--- config.mk ---
export PLATFORM = sky130hd
export DESIGN_NAME = acs_sequencer
export DESIGN_NICKNAME = d
export VERILOG_FILES = /design/src/acs_pkg.sv /design/src/acs_clock_div.sv /design/src/acs_sequencer.sv
export SDC_FILE = /design/constraint.sdc
export NUM_CORES = 1
export LEC_CHECK = 0
export ABC_CLOCK_PERIOD_IN_PS = 23000
export BUFFER_PORTS_ARGS = -buffer_cell sky130_fd_sc_hd__buf_4
export CORE_MARGIN = 10
export CORE_UTILIZATION = 55
export CTS_BUF_LIST = sky130_fd_sc_hd__clkbuf_2
export DETAILED_ROUTE_END_ITERATION = 10
export GPL_TIMING_DRIVEN = 0
export PLACE_DENSITY = 0.71
export SETUP_SLACK_MARGIN = 0.05
export SYNTH_ARGS = -nofsm -noshare
export SYNTH_HDL_FRONTEND = slang
export SYNTH_SLANG_ARGS = --single-unit
--- constraint.sdc ---
create_clock -name clk -period 23 [get_ports clk]
set_input_delay 3.45 -clock clk [delete_from_list [all_inputs] [get_ports clk]]
set_output_delay 3.45 -clock clk [all_outputs]
set_load 0.1 [all_outputs]
--- src/acs_pkg.sv ---
// Constants, field layout and tables shared by the conversion sequencer
package acs_pkg;

  // ==========================================================================
  // Clocking
  localparam int unsigned CLK_HZ = 40_000_000;
  localparam int unsigned OSC_HZ = 1_000_000;
  localparam int unsigned OSC_DIV = CLK_HZ / OSC_HZ;
  localparam int unsigned MOD_DIV = 4;
  localparam int unsigned MOD_HZ = OSC_HZ / MOD_DIV;
  localparam int OSC_CNT_W = 6;
  localparam int MOD_CNT_W = 2;
  localparam logic [OSC_CNT_W-1:0] OSC_LAST = OSC_CNT_W'(OSC_DIV - 1);
  localparam logic [MOD_CNT_W-1:0] MOD_LAST = MOD_CNT_W'(MOD_DIV - 1);

  // ==========================================================================
  // Register map
  localparam int ADDR_W = 8;
  localparam int DATA_W = 32;
  localparam logic [ADDR_W-1:0] OFS_CONFIG = 8'h00;
  localparam logic [ADDR_W-1:0] OFS_RESULT = 8'h04;
  localparam logic [ADDR_W-1:0] OFS_STATUS = 8'h08;
  localparam logic [ADDR_W-1:0] OFS_LSB = 8'h0C;

  // Configuration fields
  localparam int CFG_SS = 15;
  localparam int CFG_MUX_HI = 14;
  localparam int CFG_MUX_LO = 12;
  localparam int CFG_FSR_HI = 11;
  localparam int CFG_FSR_LO = 9;
  localparam int CFG_MODE = 8;
  localparam int CFG_RATE_HI = 7;
  localparam int CFG_RATE_LO = 5;
  localparam int CFG_TEMP = 4;
  localparam logic [2:0] MUX_RST = 3'h0;
  localparam logic [2:0] FSR_RST = 3'h2;
  localparam logic MODE_RST = 1'b1;
  localparam logic [2:0] RATE_RST = 3'h4;
  localparam logic TEMP_RST = 1'b0;

  // Status fields
  localparam int STAT_BUSY = 0;
  localparam int STAT_NEW = 1;
  localparam int STAT_PWR = 2;

  // Input selection codes
  localparam logic [2:0] MUX_D01 = 3'h0;
  localparam logic [2:0] MUX_D03 = 3'h1;
  localparam logic [2:0] MUX_D13 = 3'h2;
  localparam logic [2:0] MUX_D23 = 3'h3;
  localparam logic [2:0] MUX_S0 = 3'h4;
  localparam logic [2:0] MUX_S1 = 3'h5;
  localparam logic [2:0] MUX_S2 = 3'h6;
  localparam logic [2:0] MUX_S3 = 3'h7;
  localparam logic [3:0] SEL_IN0 = 4'h1;
  localparam logic [3:0] SEL_IN1 = 4'h2;
  localparam logic [3:0] SEL_IN2 = 4'h4;
  localparam logic [3:0] SEL_IN3 = 4'h8;
  localparam logic [3:0] SEL_NONE = 4'h0;

  // ==========================================================================
  // Result format
  localparam int RES_W = 12;
  localparam int WORD_W = 16;
  localparam int PAD_W = WORD_W - RES_W;
  localparam logic [RES_W-1:0] CODE_MAX = 12'h7FF;
  localparam logic [RES_W-1:0] CODE_MIN = 12'h800;
  localparam logic [RES_W-1:0] CODE_ZERO = 12'h000;
  localparam logic [PAD_W-1:0] CODE_PAD = 4'h0;
  localparam int ACC_W = 13;
  localparam int RCP_W = 22;
  localparam int PROD_W = ACC_W + RCP_W;
  localparam int RCP_SHIFT = 16;
  localparam logic [ACC_W-1:0] ACC_ZERO = 13'h0000;
  localparam logic [ACC_W-1:0] ACC_STEP = 13'h0001;

  // Modulator samples per conversion, MOD_HZ / data rate
  localparam int unsigned RATE_SPS [0:7] = '{128, 250, 490, 920, 1600, 2400, 3300, 3300};
  localparam logic [11:0] SAMPLES [0:7] = '{12'(MOD_HZ / 128), 12'(MOD_HZ / 250), 12'(MOD_HZ / 490),
                                            12'(MOD_HZ / 920), 12'(MOD_HZ / 1600), 12'(MOD_HZ / 2400),
                                            12'(MOD_HZ / 3300), 12'(MOD_HZ / 3300)};
  // Fixed-point reciprocal 2^11 * 2^16 / samples, so no divider is needed
  localparam logic [RCP_W-1:0] RECIP [0:7] = '{22'h10C74, 22'h20C4A, 22'h40404, 22'h78EA4,
                                               22'hD20D2, 22'h13B13B, 22'h1B4E82, 22'h1B4E82};

  // Full-scale range in millivolts per gain code, LSB is twice that over 2^12
  localparam int unsigned FSR_MV [0:7] = '{6144, 4096, 2048, 1024, 512, 256, 256, 256};
  localparam longint unsigned NV_PER_MV = 1_000_000;
  localparam longint unsigned LSB_DIV = 2048;

  function automatic logic [DATA_W-1:0] lsb_nv(input logic [2:0] sel);
    longint unsigned v;
    v = longint'(FSR_MV[sel]) * NV_PER_MV / LSB_DIV;
    return DATA_W'(v);
  endfunction : lsb_nv

endpackage : acs_pkg

--- src/acs_clock_div.sv ---
// Internal oscillator tick and modulator sample tick generator
`timescale 1ns/1ps
`default_nettype none
module acs_clock_div
  import acs_pkg::*;
(
  // Clock and reset
  input wire logic clk,
  input wire logic arst_n,
  // Ticks
  output logic oscTick,
  output logic modTick
);

  logic [OSC_CNT_W-1:0] oscCnt_q;
  logic [MOD_CNT_W-1:0] modCnt_q;

  // ==========================================================================
  // Oscillator, then divide by four for the modulator
  always_ff @(posedge clk or negedge arst_n) begin
    if (!arst_n) begin
      oscCnt_q <= '0;
      oscTick <= 1'b0;
    end else begin
      oscTick <= (oscCnt_q == OSC_LAST); // [RQ13]
      oscCnt_q <= (oscCnt_q == OSC_LAST) ? '0 : oscCnt_q + 1'b1;
    end
  end

  always_ff @(posedge clk or negedge arst_n) begin
    if (!arst_n) begin
      modCnt_q <= '0;
      modTick <= 1'b0;
    end else begin
      modTick <= 1'b0;
      if (oscTick) begin
        modTick <= (modCnt_q == MOD_LAST); // [RQ12]
        modCnt_q <= (modCnt_q == MOD_LAST) ? '0 : modCnt_q + 1'b1;
      end
    end
  end
endmodule : acs_clock_div
`default_nettype wire

--- src/acs_sequencer.sv ---
// Conversion sequencer: modes, input selection, range, decimation and result register
//
// What this block does
// (RQ1) Single-shot: one conversion per request, result stored in the result register.
// (RQ2) After a single-shot conversion, power down until the next request.
// (RQ3) Continuous: next conversion starts at once when the previous one completes.
// (RQ4) Continuous results come at the rate chosen by the data-rate field.
// (RQ5) Result may be read any time and holds the latest completed conversion.
// (RQ6) Three-bit input field picks four single-ended or two differential inputs.
// (RQ7) Input field also measures inputs zero, one, two against input three.
// (RQ8) Single-ended choice grounds the negative converter input through a mux switch.
// (RQ9) Single-ended measurements never report negative codes.
// (RQ10) Three-bit gain field picks one of six full-scale ranges.
// (RQ11) One code step is full span over two to the twelfth.
// (RQ12) Modulator clock is the 1 MHz oscillator divided by four.
// (RQ13) Runs from the internal oscillator only; rate follows oscillator frequency.
// (RQ14) Temperature-mode bit set to one measures the internal sensor instead.
// (RQ15) Temperature result is 12 bits left-justified in 16, low four unused.
// (RQ16) Result word is presented most significant byte first.
// (RQ17) Temperature step is 0.125 degrees; 25 degrees reads 0C8h.
// (RQ18) Negative temperatures are twos complement; minus 25 reads F38h.
// (RQ19) Mode bit zero means continuous, one means single-shot with power-down.
// (RQ20) Writing one to the request bit powers up, clears it, starts; ignored when busy.
// (RQ21) Results are 12-bit twos complement, left-justified, saturating 7FF0h and 8000h.
// (RQ22) Temperature result uses the same register and the same sequencing.
`timescale 1ns/1ps
`default_nettype none
module acs_sequencer
  import acs_pkg::*;
(
  // Clock and reset
  input wire logic clk,
  input wire logic arst_n,
  // Register port
  input wire logic [ADDR_W-1:0] regAddr,
  input wire logic [DATA_W-1:0] regWrData,
  input wire logic regWrite,
  input wire logic regRead,
  output logic [DATA_W-1:0] regRdData,
  // Modulator bitstream from the analog core
  input wire logic modBit,
  // Analog control
  output logic analogPowerUp,
  output logic [3:0] positiveConverterInput,
  output logic [3:0] negativeConverterInput,
  output logic negativeInputGround,
  output logic temperatureSensorSelect,
  output logic [2:0] fullScaleRangeSelect,
  output logic modulatorClock,
  // Conversion events
  output logic conversionDone
);

  typedef enum logic {ST_POWER_DOWN, ST_CONVERT} acs_state_t;

  acs_state_t state_q;
  logic [2:0] muxSel_q;
  logic [2:0] fsrSel_q;
  logic [2:0] rateSel_q;
  logic singleShot_q;
  logic temperatureMode_q;
  logic newData_q;
  logic [WORD_W-1:0] result_q;
  logic [ACC_W-1:0] acc_q;
  logic [11:0] sampCnt_q;
  logic [2:0] convRate_q;
  logic convSingleEnded_q;
  logic oscTick;
  logic modTick;
  logic cfgWrite;
  logic ssRequest;
  logic lastSample;
  logic startConv;
  logic [ACC_W-1:0] accNext;
  logic signed [PROD_W-1:0] product;
  logic signed [PROD_W-1:0] scaled;
  logic [RES_W-1:0] code;
  logic singleEnded;
  logic [2:0] rateNext;
  logic singleEndedNext;

  // ==========================================================================
  // Timing source
  acs_clock_div uDiv (
    .clk(clk),
    .arst_n(arst_n),
    .oscTick(oscTick),
    .modTick(modTick)
  );

  // ==========================================================================
  // Configuration register
  assign cfgWrite = regWrite && (regAddr == OFS_CONFIG);
  // Request only counts while idle; during a conversion it is dropped
  assign ssRequest = cfgWrite && regWrData[CFG_SS] && (state_q == ST_POWER_DOWN); // [RQ20]

  always_ff @(posedge clk or negedge arst_n) begin
    if (!arst_n) begin
      muxSel_q <= MUX_RST;
      fsrSel_q <= FSR_RST;
      singleShot_q <= MODE_RST;
      rateSel_q <= RATE_RST;
      temperatureMode_q <= TEMP_RST;
    end else if (cfgWrite) begin
      muxSel_q <= regWrData[CFG_MUX_HI:CFG_MUX_LO]; // [RQ6]
      fsrSel_q <= regWrData[CFG_FSR_HI:CFG_FSR_LO]; // [RQ10]
      singleShot_q <= regWrData[CFG_MODE]; // [RQ19]
      rateSel_q <= regWrData[CFG_RATE_HI:CFG_RATE_LO]; // [RQ4]
      temperatureMode_q <= regWrData[CFG_TEMP]; // [RQ14]
    end
  end

  // ==========================================================================
  // Sequencer
  assign lastSample = modTick && (state_q == ST_CONVERT) && (sampCnt_q == SAMPLES[convRate_q] - 12'h001);
  // Continuous mode also starts from power-down as soon as it is selected
  assign startConv = ((state_q == ST_POWER_DOWN) && (ssRequest || !singleShot_q)) || // [RQ19]
                     (lastSample && !singleShot_q); // [RQ3]

  always_ff @(posedge clk or negedge arst_n) begin
    if (!arst_n) begin
      state_q <= ST_POWER_DOWN;
    end else begin
      case (state_q)
        ST_POWER_DOWN: begin
          if (startConv) begin
            state_q <= ST_CONVERT; // [RQ1] [RQ20]
          end
        end
        ST_CONVERT: begin
          if (lastSample && singleShot_q) begin
            state_q <= ST_POWER_DOWN; // [RQ2]
          end
        end
        default: state_q <= ST_POWER_DOWN;
      endcase
    end
  end

  // A request write carries the settings of its own conversion, so take them from the bus
  assign rateNext = cfgWrite ? regWrData[CFG_RATE_HI:CFG_RATE_LO] : rateSel_q;
  assign singleEndedNext = cfgWrite ? (regWrData[CFG_MUX_HI] && !regWrData[CFG_TEMP]) :
                                      (singleEnded && !temperatureMode_q);

  // Rate and input kind are frozen per conversion so a mid-conversion write cannot change the sample count or the clamp
  always_ff @(posedge clk or negedge arst_n) begin
    if (!arst_n) begin
      convRate_q <= RATE_RST;
      convSingleEnded_q <= 1'b0;
    end else if (startConv) begin
      convRate_q <= rateNext; // [RQ4]
      convSingleEnded_q <= singleEndedNext; // [RQ9]
    end
  end

  // ==========================================================================
  // Decimator: signed count of modulator ones minus zeros over one conversion
  assign accNext = modBit ? acc_q + ACC_STEP : acc_q - ACC_STEP;

  always_ff @(posedge clk or negedge arst_n) begin
    if (!arst_n) begin
      acc_q <= ACC_ZERO;
      sampCnt_q <= '0;
    end else if (startConv) begin
      acc_q <= ACC_ZERO;
      sampCnt_q <= '0;
    end else if (modTick && (state_q == ST_CONVERT)) begin
      acc_q <= accNext;
      sampCnt_q <= sampCnt_q + 12'h001;
    end
  end

  // Reciprocal multiply scales the count to 12 bits whatever the rate
  assign product = PROD_W'($signed(accNext)) * $signed({1'b0, RECIP[convRate_q]});
  assign scaled = product >>> RCP_SHIFT;

  always_comb begin
    if (scaled > PROD_W'($signed({1'b0, CODE_MAX}))) begin
      code = CODE_MAX; // [RQ21]
    end else if (scaled < -PROD_W'($signed({1'b0, CODE_MIN}))) begin
      code = CODE_MIN; // [RQ21]
    end else begin
      code = scaled[RES_W-1:0];
    end
    if (convSingleEnded_q && code[RES_W-1]) begin
      code = CODE_ZERO; // [RQ9]
    end
  end

  // ==========================================================================
  // Result register, shared by analog and temperature conversions
  always_ff @(posedge clk or negedge arst_n) begin
    if (!arst_n) begin
      result_q <= '0;
      conversionDone <= 1'b0;
    end else begin
      conversionDone <= lastSample;
      if (lastSample) begin
        // Sensor code arrives already in 0.125 degree steps, twos complement
        result_q <= {code, CODE_PAD}; // [RQ1] [RQ15] [RQ17] [RQ18] [RQ21] [RQ22]
      end
    end
  end

  // Set wins over the clear from a result read in the same cycle
  always_ff @(posedge clk or negedge arst_n) begin
    if (!arst_n) begin
      newData_q <= 1'b0;
    end else if (lastSample) begin
      newData_q <= 1'b1;
    end else if (regRead && (regAddr == OFS_RESULT)) begin
      newData_q <= 1'b0;
    end
  end

  // ==========================================================================
  // Analog switch control
  assign singleEnded = muxSel_q[2];

  always_ff @(posedge clk or negedge arst_n) begin
    if (!arst_n) begin
      positiveConverterInput <= SEL_NONE;
      negativeConverterInput <= SEL_NONE;
      negativeInputGround <= 1'b0;
      temperatureSensorSelect <= 1'b0;
      fullScaleRangeSelect <= FSR_RST;
      analogPowerUp <= 1'b0;
      modulatorClock <= 1'b0;
    end else begin
      analogPowerUp <= (state_q == ST_CONVERT); // [RQ2]
      modulatorClock <= modTick; // [RQ12]
      fullScaleRangeSelect <= fsrSel_q; // [RQ10]
      temperatureSensorSelect <= temperatureMode_q; // [RQ14]
      negativeInputGround <= singleEnded && !temperatureMode_q; // [RQ8]
      if (temperatureMode_q) begin
        positiveConverterInput <= SEL_NONE; // [RQ14]
        negativeConverterInput <= SEL_NONE;
      end else begin
        case (muxSel_q)
          MUX_D01: begin
            positiveConverterInput <= SEL_IN0; // [RQ6]
            negativeConverterInput <= SEL_IN1;
          end
          MUX_D03: begin
            positiveConverterInput <= SEL_IN0; // [RQ7]
            negativeConverterInput <= SEL_IN3;
          end
          MUX_D13: begin
            positiveConverterInput <= SEL_IN1; // [RQ7]
            negativeConverterInput <= SEL_IN3;
          end
          MUX_D23: begin
            positiveConverterInput <= SEL_IN2; // [RQ6] [RQ7]
            negativeConverterInput <= SEL_IN3;
          end
          MUX_S0: begin
            positiveConverterInput <= SEL_IN0; // [RQ6] [RQ8]
            negativeConverterInput <= SEL_NONE;
          end
          MUX_S1: begin
            positiveConverterInput <= SEL_IN1; // [RQ6] [RQ8]
            negativeConverterInput <= SEL_NONE;
          end
          MUX_S2: begin
            positiveConverterInput <= SEL_IN2; // [RQ6] [RQ8]
            negativeConverterInput <= SEL_NONE;
          end
          MUX_S3: begin
            positiveConverterInput <= SEL_IN3; // [RQ6] [RQ8]
            negativeConverterInput <= SEL_NONE;
          end
          default: begin
            positiveConverterInput <= SEL_NONE;
            negativeConverterInput <= SEL_NONE;
          end
        endcase
      end
    end
  end

  // ==========================================================================
  // Register read port, data one cycle after the strobe
  always_ff @(posedge clk or negedge arst_n) begin
    if (!arst_n) begin
      regRdData <= '0;
    end else if (regRead) begin
      case (regAddr)
        // Request bit always reads back zero once taken
        OFS_CONFIG: regRdData <= DATA_W'({1'b0, muxSel_q, fsrSel_q, singleShot_q, rateSel_q, temperatureMode_q,
                                          4'h0}); // [RQ20]
        OFS_RESULT: regRdData <= DATA_W'({result_q[WORD_W-1:8], result_q[7:0]}); // [RQ5] [RQ16]
        OFS_STATUS: regRdData <= DATA_W'({analogPowerUp, newData_q, state_q == ST_CONVERT});
        OFS_LSB: regRdData <= lsb_nv(fsrSel_q); // [RQ11]
        default: regRdData <= '0;
      endcase
    end else begin
      regRdData <= '0;
    end
  end
endmodule : acs_sequencer
`default_nettype wire

* After elaboration in Yosys (flattened, before gate mapping)
Memory sizes are Yosys's and may differ from the RTL's.
Cells that the tools add are included.
** Cells by class
- Add/subtract/negate cells :: 6
- Multipliers :: 2
- Order comparisons :: 4
- Equal/unequal tests :: 6
- Muxes and demuxes :: 28
- Bitwise operators :: 3
- Reduce and logical (&&, ||, !) cells :: 20
** Operators with widths (count)
- 32-bit one-hot mux with 4 select lines :: 1
- 32-bit two-way mux :: 3
- 12-bit two-way mux :: 7
- 22-bit two-way mux :: 2
- 13-bit two-way mux :: 3
- 32-bit by 14-bit multiplier with 37-bit output, second input constant :: 1
- 13-bit by 23-bit multiplier with 35-bit output :: 1
- 19-bit by 12-bit > comparator with 1-bit output, second input constant :: 1
- 19-bit by 12-bit < comparator with 1-bit output, second input constant :: 1
- 8-bit by 4-bit equality test with 1-bit output, second input constant :: 2
- 13-bit by 1-bit adder with 13-bit output, second input constant :: 1
- 13-bit by 1-bit subtractor with 13-bit output, second input constant :: 1
- 12-bit by 1-bit adder with 12-bit output, second input constant :: 1
- 12-bit equality test :: 1
- 1-bit logical AND :: 12
- 12-bit by 1-bit subtractor with 12-bit output, second input constant :: 1
- 8-bit by 3-bit equality test with 1-bit output, second input constant :: 1
- 4-bit >= comparator, second input constant :: 2
- 8-bit logical NOT :: 1
- 4-bit two-way mux :: 2
- 3-bit NOT with 4-bit output :: 2
- 6-bit by 1-bit adder with 6-bit output, second input constant :: 1
- 6-bit equality test, second input constant :: 1
- 1-bit two-way mux :: 6
- other kinds (10) :: 14
** Word-level totals
- Register bits after elaboration :: 112
- Bits in read-only memories :: 576
- Input port bits :: 45
- Output and inout bits :: 48
- Word-level logic and storage cells :: 98
- Memories kept :: 4
** Memories
- (no name shown) :: words 8, width 32, rd ports 1, clocked after Yosys merged registers in 0, write ports 0, RTL line acs_pkg.sv:93 : v = longint'(FSR_MV[sel]) * NV_PER_MV / LSB_DIV;
- (no name shown) :: words 8, width 22, rd ports 1, clocked after Yosys merged registers in 0, write ports 0, RTL line acs_sequencer.sv:174 : assign product = PROD_W'($signed(accNext)) * $signed({1'b0, RECIP[convRate_q]});
- (no name shown) :: words 8, width 12, rd ports 1, clocked after Yosys merged registers in 0, write ports 0, RTL line acs_sequencer.sv:115 : assign lastSample = modTick && (state_q == ST_CONVERT) && (sampCnt_q == SAMPLES[convRate_q] - 12'h001);
- (no name shown) :: words 8, width 6, rd ports 1, clocked after Yosys merged registers in 0, write ports 0, RTL line acs_sequencer.sv:239 : case (muxSel_q)

* Logic depth before layout (Yosys ltp)
- Word-level depth :: 11
- Mapped depth :: 34
- Depth with buffers taken out :: 33

* By module
A second synthesis with hierarchy kept.
** Second synthesis, totals
- Cell total of the unflattened synthesis :: 1607
- Area total of the unflattened synthesis :: 14791.7 um2
** Modules (own cells, without submodules)
- acs_sequencer :: instances 1, cells each 1577, area an instance 14390.1 um2, sequential area each 2333.5 um2
- acs_clock_div :: instances 1, cells each 30, area an instance 401.6 um2, sequential area each 250.2 um2

* Least setup slack after synthesis
Ideal clock, no wire load.
- Path kind :: in2reg
- From :: input port modBit
- To :: register result_q[13]
- Arrival :: 11.244 ns
- Data required time :: 22.904 ns
- Setup slack :: 11.659 ns
- Stages :: 32
- Path buffers :: 1
- Cell sequence :: inv_1 ha_1 a21o_1 a21oi_1 o21bai_1 a21oi_1 o21bai_1 and4_1 o31ai_1 xnor2_1 nand2_1 fa_1 fa_1 inv_1 fa_1 fa_1 fa_1 inv_1 fa_1 inv_1 ha_1 a211oi_1 nor2_1 nor4b_1 a211oi_1 a21o_1 a211oi_1 a21oi_1 a311oi_2 buf_4 a21oi_1 o31ai_1
** Between the ends
- Word-level cells in the longest chain between the ends :: 7
- Elaborated cells between the ends (all ways) :: 8
** Ends and longest elaborated chain
- start: declaration :: RTL line acs_sequencer.sv:41 : input wire logic modBit,
- 13-bit two-way mux * :: RTL line acs_sequencer.sv:158 : assign accNext = modBit ? acc_q + ACC_STEP : acc_q - ACC_STEP;
- 13-bit by 23-bit multiplier with 35-bit output * :: RTL line acs_sequencer.sv:174
- 19-bit by 12-bit < comparator with 1-bit output :: RTL line acs_sequencer.sv:180 : end else if (scaled < -PROD_W'($signed({1'b0, CODE_MIN}))) begin
- 12-bit two-way mux :: RTL line acs_sequencer.sv:180
- 12-bit two-way mux * :: RTL line acs_sequencer.sv:178 : if (scaled > PROD_W'($signed({1'b0, CODE_MAX}))) begin
- 1-bit logical AND :: RTL line acs_sequencer.sv:185 : if (convSingleEnded_q && code[RES_W-1]) begin
- 12-bit two-way mux * :: RTL line acs_sequencer.sv:185
- end signal: assignment :: RTL line acs_sequencer.sv:200 : result_q <= {code, CODE_PAD};
- end: declaration :: RTL line acs_sequencer.sv:63 : logic [WORD_W-1:0] result_q;
Every way passes the cells marked *; elsewhere a longest branch is shown, timed or not.
A chain may end at the register's enable or synchronous reset.

* Worst setup path in the final report
- From :: input port modBit
- To :: register result_q[7]
Same word-level chain as after synthesis.

==> metrics.csv <==
metric,value,unit
period utilization,0.571,
post-synthesis cell type count,70,
Pre-Repair DR Iteration Count,5,
"Top FF cell, synth",dfrtp_1,
"commonest cells after routing, fill and taps aside","nand2_1 (238), inv_1 (218), fa_1 (217), ha_1 (165), nor2_1 (156)",
post-cts gate resize count,0,
Post-Syn Instances,1618,
Async SR Flop Fraction,1.00,
"reg-to-reg slack, setup",12.52,ns
Post-synth EDFFs,0,
FF-to-FF Start,acc_q[0],
CTS Hold Buffers Added,0,
Switching Fraction,0.512,
Syn Area/Cell,9.09,sq um
LEAKAGE,8.02,nW
drt drc,0,
critical path launch point type,primary input,
share of cells above drive strength 1,0.0767,
post-placement cell count,2027,
DRT Wirelength,39.8,mm
final setup violation count,0,
diode count,0,
Layout area overhead,7.17,%
crit end category,flip-flop,
initial antenna violation count,1,
Tot GR Track Use,0.246,
core box area,0.0262,sq mm
GPL Wtd Cong,0.986,
vias per std cell,5.72,
Slew HR,0.0799,
dpl cell area,0.0156,sq mm
worst hold margin,0.388,ns
P_sw,451,uW
final hold vios,0,
Pwr Density,55.9,mW/mm^2
area of the mapped netlist,0.0147,sq mm
pre-CTS WS,9.30,ns
htree depth,3,
combinational power share,0.686,
NumNets Final,2130,
CP max-delay cell,a211oi_1,
first-pass GRT wire length,64.9,mm
Max Fclk,0.0761,GHz
min setup slack post-route,9.87,ns
Yosys top cell area share,0.295,
GRT overflow,0,
Critical path origin,modBit,
Synth area leaders,"fa_1 (30%), dfrtp_1 (17%), ha_1 (14%), nand2_1 (6.1%), inv_1 (5.6%)",
max-cap check violation count,0,
fin. max-slew vios,0,
WP data required,23.51,ns
Die W,184,um
"commonest non-fill, non-tap cell in the layout",nand2_1,
full die area,0.0337,sq mm
row cnt,59,
Vias,11687,
Fin Setup TNS,0,ns
pin count of the biggest net entering global routing,104,
clock network power share,0.094,
Ports,93,
"area leader, netlist",fa_1,
Max IR drop VDD,0.0743,mV
Worst-Skew Late Latency,0.59,ns
Initial Utilization,0.561,
Inserted Clock Buffers,9,
CP arrival,13.64,ns
min-delay src,fsrSel_q[1],
Slew @ Worst Pin,1.37,ns
Internal,430,uW
Setup Buffers After CTS,0,
Synth warnings,0,
Final Power,881,uW
"Cell Count, Final, Fillers Out",2043,
CTS tree,yes,
"antenna viol nets, final",0,
unrepaired setup endpoints after global routing,false,
drt wl/cell,19.5,um
Hold Path Class,flip-flop to flip-flop,
synthesis-stage register bit count,103,
CTS root buffer,clkbuf_2,
PortBufs,62,
outcome,"complete, no violations",
Post-Layout Inst Area,0.0158,sq mm
final critical-path required period,13.13,ns
clk slew on worst S/H paths,0.28,ns
post-detail-place hpwl,32.7,mm
CTS Buffer Depth,2,
critical path class,primary input to flip-flop,
fillers,2337,
Die H,184,um
DRT iter0 DRCs,965,
post-synthesis sequential area ratio,0.176,
vias in the first global route,12004,
Crit path largest cell delay,0.87,ns
TritonCTS Sinks,103,
Critical Path Fanout Max,12,
Reg power frac,0.220,
Clock Skew,0.0426,ns
Finished Core Util,0.601,
-- power groups by stage --
| stage | Clock (mW) | Sequential [mW] | Combinational [mW] |
|---|---|---|---|
| final | 0.0824 | 0.194 | 0.605 |
| after floorplan | 0 | 0.203 | 0.419 |
| after global routing | 0.0926 | 0.195 | 0.679 |
| after CTS | 0.0857 | 0.194 | 0.600 |
| after detailed placement | 0 | 0.197 | 0.593 |
| after global placement | 0 | 0.196 | 0.587 |
-- path summary, 6_finish.rpt --
| kind | cells after the start | endpoint |
|---|---|---|
| max in group asynchronous | 1 | result_q[11] |
| worst min-delay path | 0 | fullScaleRangeSelect[1] |
| min in group asynchronous | 1 | muxSel_q[0] |
| worst max register to register | 29 | result_q[7] |
| worst min register to register | 0 | fullScaleRangeSelect[1] |
| worst max-delay path | 32 | result_q[7] |
-- critical path: cells and delay by family --
family	cells	cell delay, ns
and+or+nand+nor	3	0.74
AOI/OAI and AO/OA	14	4.42
buffers and inverters	6	0.77
xor gates and xnor gates	1	0.85
adders and majority gates	8	3.43
-- registers in the layout, indices dropped and copies added (netlist names), 2 cells and up --
name                    count
sampCnt_q                  12
uDiv.oscCnt_q               6
acc_q                      13
fsrSel_q                    3
uDiv.modCnt_q               2
convRate_q                  3
negativeConverterInput      2
rateSel_q                   3
regRdData                  25
muxSel_q                    3
fullScaleRangeSelect        3
result_q                   12
positiveConverterInput      4
-- synth_stat cells (6+ instances only) --
library cell and count:
a21oi_1 87, buf_4 10, and2_1 22, nor3_1 13, a211oi_1 8, nand3_1 35, clkbuf_1 59, nand2b_1 9
nor2b_1 11, nor2_1 156, fa_1 217, a31oi_1 7, xnor2_1 36, dfrtp_1 98, o21ai_0 36, nand2_1 238
nor4_1 7, mux2i_1 10, inv_1 218, a21o_1 10, nand4_1 7, and3_1 10, mux2_2 16, ha_1 165
xor2_1 30, o21bai_1 6, or2_2 6
-- cell families (layout without fill, tap and decap cells) --
logic type | count (synthesis) | count (layout) | synth area share
compound gates | 205 | 205 | 0.0882
xor+xnor | 68 | 68 | 0.0427
fa+ha+maj | 382 | 382 | 0.436
buf+inv | 296 | 374 | 0.0785
flops | 103 | 103 | 0.176
mux | 26 | 26 | 0.0191
other cells | 2 | 14 | 0.000511
simple gates | 536 | 536 | 0.159
-- area by class of cell --
| type | instances | area, sq um | area share |
|---|---|---|---|
| buffer | 77 | 332 | 0.0210 |
| clock buffer | 9 | 45.0 | 0.00286 |
| clock inverter | 7 | 60.1 | 0.00381 |
| inverter | 219 | 822 | 0.0522 |
| multi-input combinational | 1231 | 11000 | 0.700 |
| sequential | 103 | 2580 | 0.164 |
| tap | 335 | 419 | 0.0266 |
| timing repair buffer | 62 | 469 | 0.0298 |
-- per-layer routing --
| layer | part of all wire | global-route usage | vias to the layer above |
|---|---|---|---|
| met5 | 0.00033 | 0 | - |
| met4 | 0.030 | 0.0734 | 2 |
| met3 | 0.083 | 0.0490 | 94 |
| met2 | 0.47 | 0.397 | 496 |
| met1 | 0.42 | 0.328 | 5748 |
| li1 | - | - | 5347 |
Power figures use the tool's default switching activity.
